## config.mk

```make
export PLATFORM = sky130hd
export DESIGN_NAME = dam_address_mux
export DESIGN_NICKNAME = d
export VERILOG_FILES = /design/src/logic/dam_pkg.sv /design/src/logic/dam_col_map.sv /design/src/logic/dam_address_mux.sv
export SDC_FILE = /design/constraint.sdc
export NUM_CORES = 1
export LEC_CHECK = 0
export BUFFER_PORTS_ARGS = -buffer_cell sky130_fd_sc_hd__buf_2
export CORE_ASPECT_RATIO = 0.7
export CORE_UTILIZATION = 34
export DETAILED_ROUTE_END_ITERATION = 12
export GPL_TIMING_DRIVEN = 1
export PLACE_DENSITY_LB_ADDON = 0.15
export REMOVE_ABC_BUFFERS = 1
export SLEW_MARGIN = 15
export SYNTH_ARGS = -nofsm -noshare
export SYNTH_HDL_FRONTEND = slang
export SYNTH_SLANG_ARGS = --single-unit
export TNS_END_PERCENT = 1
```

## constraint.sdc

```tcl
create_clock -name clk -period 3.92 [get_ports clk]
set_clock_uncertainty 0.1 [all_clocks]
set_input_delay 0.392 -clock clk [delete_from_list [all_inputs] [get_ports clk]]
set_output_delay 0.392 -clock clk [all_outputs]
set_load 0.02 [all_outputs]
```

## src/logic/dam_pkg.sv

```systemverilog
// Shared constants and types for the DRAM address multiplexer
package dam_pkg;
  localparam int ADDR_W = 32;
  // Port size codes of the per-block port-size field
  localparam logic [1:0] PS_32BIT = 2'h0;
  localparam logic [1:0] PS_8BIT = 2'h1;
  // Multiplexed pin ranges
  localparam int COL_LOW_FIRST = 9;
  localparam int COL_LOW_LAST = 16;
  localparam int COL_SPLIT_PIN = 17;
  localparam int COL_HIGH_FIRST = 18;
  localparam int COL_HIGH_LAST = 25;
  localparam int COL_LOW_SUM = 17;
  localparam int COL_SPLIT_WIDE_BIT = 16;
  // Fixed page size for page-mode operation
  localparam int PAGE_BYTES = 512;
  localparam int PAGE_SHIFT = $clog2(PAGE_BYTES);
  // Default strobe timing in clocks
  localparam int RCD_CYCLES = 1;
  localparam int CAS_CYCLES = 2;
  localparam int CNT_W = 4;

  typedef struct packed {
    logic [ADDR_W-1:0] addr;
    logic [1:0] port_size_select;
    logic write;
    logic sync_mode;
  } dam_req_t;

  typedef struct packed {
    logic row_strobe_n;
    logic col_strobe_n;
    logic dram_write_strobe_n;
  } dam_strobe_t;
endpackage

```

## src/logic/dam_col_map.sv

```systemverilog
// Column address map of the multiplexed DRAM address pins
`timescale 1ns/1ps
module dam_col_map
(
  input wire logic [dam_pkg::ADDR_W-1:0] logical_addr,
  input wire logic [1:0] port_size_select,
  output logic [dam_pkg::ADDR_W-1:0] col_pins
);
  // Low pins carry bits in reverse order, high pins one bit below the pin
  always_comb
  begin
    col_pins = logical_addr;
    for (int i = dam_pkg::COL_LOW_FIRST; i <= dam_pkg::COL_LOW_LAST; i++)
    begin
      col_pins[i] = logical_addr[dam_pkg::COL_LOW_SUM - i];
    end
    for (int i = dam_pkg::COL_HIGH_FIRST; i <= dam_pkg::COL_HIGH_LAST; i++)
    begin
      col_pins[i] = logical_addr[i - 1];
    end
    // Only byte ports need bit 0 here; wider ports reuse the pin for bit 16
    if (port_size_select == dam_pkg::PS_8BIT)
    begin
      col_pins[dam_pkg::COL_SPLIT_PIN] = logical_addr[0];
    end
    else
    begin
      col_pins[dam_pkg::COL_SPLIT_PIN] =
        logical_addr[dam_pkg::COL_SPLIT_WIDE_BIT];
    end
  end
endmodule

```

## src/logic/dam_address_mux.sv

```systemverilog
// DRAM row/column address multiplexer with its strobe sequencer
// Function
// - The block drives row, column and write strobes, muxes the address and ends each access.
// - The mux pattern is the same in sync and async mode; only termination differs.
// - In the row phase every pin carries the logical address bit of its own index.
// - In the column phase pins 9 to 16 carry logical bits 8 down to 1.
// - In the column phase pin 17 carries bit 0 for byte ports, else bit 16.
// - In the column phase pins 18 to 25 carry the logical bit one below the pin.
// - Bit 0 is used only by byte ports; 16-bit ports drop bit 0, 32-bit drop bits 0 and 1.
// - Every block has a fixed 512 byte page for page-mode purposes.
// - Port size code 00 is 32 bits, 01 is 8 bits, 1x is 16 bits.
`timescale 1ns/1ps
module dam_address_mux
#(
  parameter int RCD = dam_pkg::RCD_CYCLES,
  parameter int CAS = dam_pkg::CAS_CYCLES
)
(
  input wire logic clk,
  input wire logic reset,
  input wire dam_pkg::dam_req_t req,
  input wire logic req_valid,
  output logic req_ready,
  output logic [dam_pkg::ADDR_W-1:0] addr_pins,
  output dam_pkg::dam_strobe_t strobes,
  output logic cycle_done,
  output logic page_hit
);
  typedef enum logic [3:0] {
    DAM_IDLE = 4'b0001,
    DAM_ROW = 4'b0010,
    DAM_COL = 4'b0100,
    DAM_CAS = 4'b1000
  } dam_state_t;

  dam_state_t state_reg;
  dam_state_t state_next;
  logic [dam_pkg::ADDR_W-1:0] lat_addr_reg;
  logic [1:0] ps_reg;
  logic write_reg;
  logic sync_reg;
  logic [dam_pkg::CNT_W-1:0] cnt_reg;
  logic [dam_pkg::CNT_W-1:0] cnt_next;
  logic [dam_pkg::ADDR_W-1:0] pins_next;
  logic done_next;
  logic async_pend_reg;
  logic page_valid_reg;
  logic [dam_pkg::ADDR_W-1:0] last_addr_reg;

  localparam logic [dam_pkg::CNT_W-1:0] RCD_LAST =
    dam_pkg::CNT_W'(RCD - 1);
  localparam logic [dam_pkg::CNT_W-1:0] CAS_LAST =
    dam_pkg::CNT_W'(CAS - 1);

  // Wide ports never address below their own width
  function automatic logic [dam_pkg::ADDR_W-1:0] drop_low
  (
    input logic [dam_pkg::ADDR_W-1:0] a,
    input logic [1:0] ps
  );
    logic [dam_pkg::ADDR_W-1:0] r;
    r = a;
    if (ps == dam_pkg::PS_32BIT)
    begin
      r[1:0] = 2'h0;
    end
    else if (ps != dam_pkg::PS_8BIT)
    begin
      r[0] = 1'b0;
    end
    return r;
  endfunction

  wire logic accept = req_valid && (state_reg == DAM_IDLE);
  wire logic [dam_pkg::ADDR_W-1:0] req_eff =
    drop_low(req.addr, req.port_size_select);
  wire logic [dam_pkg::ADDR_W-1:0] col_pins;
  wire logic row_done = (cnt_reg == RCD_LAST);
  wire logic cas_done = (cnt_reg == CAS_LAST);
  // Page compare ignores the offset inside the 512 byte page
  wire logic same_page = page_valid_reg &&
    (req_eff[dam_pkg::ADDR_W-1:dam_pkg::PAGE_SHIFT] ==
     last_addr_reg[dam_pkg::ADDR_W-1:dam_pkg::PAGE_SHIFT]);

  assign req_ready = (state_reg == DAM_IDLE);

  dam_col_map u_col_map
  (
    .logical_addr(lat_addr_reg),
    .port_size_select(ps_reg),
    .col_pins(col_pins)
  );

  // Sequencer: the pins move to the column map one state before CAS drops
  always_comb
  begin
    state_next = state_reg;
    cnt_next = cnt_reg;
    pins_next = addr_pins;
    done_next = 1'b0;
    unique case (state_reg)
      DAM_IDLE:
      begin
        if (req_valid)
        begin
          state_next = DAM_ROW;
          cnt_next = '0;
          pins_next = req_eff;
        end
      end
      DAM_ROW:
      begin
        cnt_next = cnt_reg + 1'b1;
        if (row_done)
        begin
          state_next = DAM_COL;
          pins_next = col_pins;
        end
      end
      DAM_COL:
      begin
        state_next = DAM_CAS;
        cnt_next = '0;
      end
      DAM_CAS:
      begin
        cnt_next = cnt_reg + 1'b1;
        // Sync mode ends in the last strobe cycle, async one later
        if (sync_reg && cas_done)
        begin
          done_next = 1'b1;
        end
        if (cas_done)
        begin
          state_next = DAM_IDLE;
        end
      end
    endcase
  end

  // State, pins and termination
  always_ff @(posedge clk or posedge reset)
  begin
    if (reset)
    begin
      state_reg <= DAM_IDLE;
      cnt_reg <= '0;
      addr_pins <= '0;
      cycle_done <= 1'b0;
      async_pend_reg <= 1'b0;
    end
    else
    begin
      state_reg <= state_next;
      cnt_reg <= cnt_next;
      addr_pins <= pins_next;
      // Async ends one clock after the last strobe cycle, not with it
      async_pend_reg <= (state_reg == DAM_CAS) && cas_done && !sync_reg;
      cycle_done <= done_next || async_pend_reg;
    end
  end

  // Strobes follow the state; RAS low from row through column strobe
  always_ff @(posedge clk or posedge reset)
  begin
    if (reset)
    begin
      strobes <= '{1'b1, 1'b1, 1'b1};
    end
    else
    begin
      strobes.row_strobe_n <= !(state_next != DAM_IDLE);
      strobes.col_strobe_n <= !(state_next == DAM_CAS);
      strobes.dram_write_strobe_n <=
        !((state_next == DAM_CAS) && write_reg);
    end
  end

  // Request capture and page tracking
  always_ff @(posedge clk or posedge reset)
  begin
    if (reset)
    begin
      lat_addr_reg <= '0;
      ps_reg <= dam_pkg::PS_32BIT;
      write_reg <= 1'b0;
      sync_reg <= 1'b0;
      page_valid_reg <= 1'b0;
      last_addr_reg <= '0;
      page_hit <= 1'b0;
    end
    else if (accept)
    begin
      lat_addr_reg <= req_eff;
      ps_reg <= req.port_size_select;
      write_reg <= req.write;
      sync_reg <= req.sync_mode;
      page_valid_reg <= 1'b1;
      last_addr_reg <= req_eff;
      page_hit <= same_page;
    end
  end
endmodule

```

==> flow_summary.toml <==
[run_status]
outcome = "completed"

[cts]
ctsHtreeMaxLevel = 3
cts_num_sinks = 83
ctsHoldBuffers = 0
cts_max_path_buffers = 2
postCtsSetupRepairBufs = 0
cts_root_buf = "sky130_fd_sc_hd__clkbuf_16"
cts_tree = "built"
clk_pin_slew_ps = 60
postCtsResizedCells = 0
numCtsBuffers = 9
worst_skew_pair_later_pin_latency_ps = 340

[die]
floorplan.die.height_um = 92.6
floorplan.io_pins = 77
fp.coreArea_um2 = 11200
die_area_um2 = 12200
die_boundary_width_um = 131
initial_core_util_pct = 35.6
placement_rows = 32

[place]
port-buffer-count = 76
postPlaceCellArea_um2 = 4490
post-place-cells = 542
globalplace.congestion = 0.729
detailed_place_hpwl_um = 5900

[drt]
vias = 2597
routed_wire_length_per_instance_um = 15.2
detailedRoute.firstIterationViolations = 116
post-route-drc-count = 0
wl_um = 8500
ant_nets = 0
detailedRoute.firstPassIterationCount = 4
post_drt_via_cell_ratio = 4.65

[sta]
slew-limit-headroom_pct = 35.5
tightestPinTransition_ps = 967
timing.final.max_slew_violations = 0
final-setup-viol-count = 0
rsz0062_at_grt = "false"
fmax_mhz = 436
hold_ws_ps = 65.1
report.final.hold_viol_count = 0
timing.final.crit_share_pct = 58.5
period_needed_ps = 2290
setup_tns_ps = 0

[worst_hold_path]
worst_hold_path_type = "input port to asynchronous set/reset pin"

[global_routing]
grt_start_max_net_pins = 45
global_route.usage.total_pct = 14.9
global_route_wire_length_before_repair_um = 13800
via_count_of_the_first_global_routing_pass = 2558
globalRoute.totalOverflow = 0
antenna_found_initial = 1

[power]
p_per_area_nw_per_um2 = 820
pwr-share-comb_pct = 39.6
p_switching_mw = 1.43
power_frac_clock_pct = 22.6
power.static_leakage_nw = 2.35
power_switching_share_pct = 36.3
p_seq_share_pct = 37.8
vdd_ir_drop_max_mv = 0.392
p_int_mw = 2.51

[critical_path]
worst_ep_required_time_ps = 4080
critical_path_cell_by_cell = "nor4b_2 > a32oi_4 > buf_4 > nand2_1 > o21ai_1"
worst_path_max_delay_cell = "sky130_fd_sc_hd__a32oi_4"
critical_path.startpoint_type = "flop"
critical_path.max_stage_delay_ps = 830
timing.critical_path.fanout_max = 33
worst-setup-path-type = "flop to flop"
critical_path_arrival_ps = 2450
end_kind = "flop"

[finish]
insertedDiodeCount = 0
synthToLayoutAreaGrowth_pct = 20.3
nets = 442
finalNonFillerCells = 558
drive_above_1_share_pct = 34.8
stdcell_area_um2 = 4800

[logic_synthesis]
yosys_warnings = 0
synthCells = 325
synth.cell_area_um2 = 3990
synth_seq_area_share_pct = 52.2
number_of_distinct_standard_cells_referenced_by_the_synthesized_netlist = 41
ys_ff_latch = 83
avgSynthCellArea_um2 = 12.3

[run]
timing.max_cap.violations = 0
==> logic make-up (layout without fill, tap and decap cells) <==
family                     after synthesis  count (layout)  share of synthesized area [%]
DFF                                     83              83                           52.2
and+or+nand+nor                         67              67                           8.22
muxes                                   66              66                           20.9
AOI/OAI and AO/OA                       55              55                           8.41
buffers and inverters                   26             106                           3.86
xor gates and xnor gates                25              25                           5.49
adders and majority gates                3               3                          0.941
==> placed cells by master (no fill, tap or decap), drive strengths merged, types with 3 or more instances in the layout <==
cell type   n
clkinv      5
mux2       35
nor3        4
buf        82
dfrtp      79
o21ai      38
mux2i      31
a21oi       4
nor2        6
nand2b      3
xnor2      24
nand2      37
nand4       7
dfstp       4
inv         7
clkbuf     10
ha          3
==> path summary, 6_finish.rpt <==
| kind | startpoint | endpoint | slack, ps | depth (start not counted) |
|---|---|---|---|---|
| max | state_reg[3]$_DFF_PP0_ | addr_pins[10]$_DFFE_PP0P_ | 1630 | 5 |
| min | reset | write_reg$_DFFE_PP0P_ | 70 | 2 |
| max reg2reg | state_reg[3]$_DFF_PP0_ | addr_pins[10]$_DFFE_PP0P_ | 1630 | 5 |
| min reg2reg | async_pend_reg$_DFF_PP0_ | cycle_done$_DFF_PP0_ | 340 | 1 |
| max in group asynchronous | reset | addr_pins[12]$_DFFE_PP0P_ | 2880 | 3 |
| min in group clk | req[3] | last_addr_reg[0]$_DFFE_PP0P_ | 190 | 2 |
==> critical path: cells and delay by family, from the launching register on <==
family          cells  cell delay [ps]
compound gates      2              910
flops               1              610
buf+inv             1              380
simple gates        2              200
==> synth_stat cells (all sizes together) <==
library cell	instances	share of area [%]
a22o	2	0.44
inv	8	0.75
mux2i	31	7.8
a21oi	4	0.50
xnor2	24	5.3
or3	1	0.16
o311ai	1	0.22
a32o	1	0.25
nor3	4	0.50
o211ai	1	0.19
nand2	37	3.5
nor2b	1	0.16
nand4	7	1.1
nor4	2	0.31
a211oi	2	0.38
mux2	35	13
o21bai	1	0.19
a22oi	1	0.19
and2	1	0.16
a21o	1	0.19
dfrtp	79	50
nand3	2	0.25
dfstp	4	2.6
o2bb2ai	1	0.22
nor2	6	0.56
ha	3	0.94
a32oi	1	0.69
o21ai	38	4.8
nor3b	1	0.19
clkbuf	2	0.38
o31ai	1	0.19
nor4b	2	0.82
nand2b	3	0.47
buf	16	2.7
xor2	1	0.22
==> layer usage <==
layer  routed length [um]  global-route usage [%]  up-vias
li1                     -                       -     1283
met1                 4330                    21.2     1225
met2                 3630                    20.9       71
met3                  415                    5.20       16
met4                  108                    5.14        2
met5                   13                       0        -
==> power by group through the flow <==
stage               clock [mW]  combinational (mW)  sequential [mW]
finish                   0.888                1.56             1.49
global route             0.949                1.73             1.53
CTS                      0.913                1.58             1.49
detailed placement           0                1.58             1.50
global placement             0                1.55             1.49
floorplan                    0                1.03             1.61
==> cell type report <==
type,count,area [um2]
multi-input combinational,216,1760
clock inverter,6,80.1
inverter,8,31.3
tap,153,191
sequential,83,2080
timing repair buffer,82,425
fill,1114,6410
clock buffer,10,229
==> stage by stage <==
step	util (%)	power, mW	worst slack, ps
finish	42.8	3.93	1630
global route	42.8	4.21	1410
CTS	42.8	3.99	1580
detailed placement	40.0	3.08	1590
global placement	40.0	3.04	1630
floorplan	-	2.64	-3840
Power figures use the tool's default switching activity.
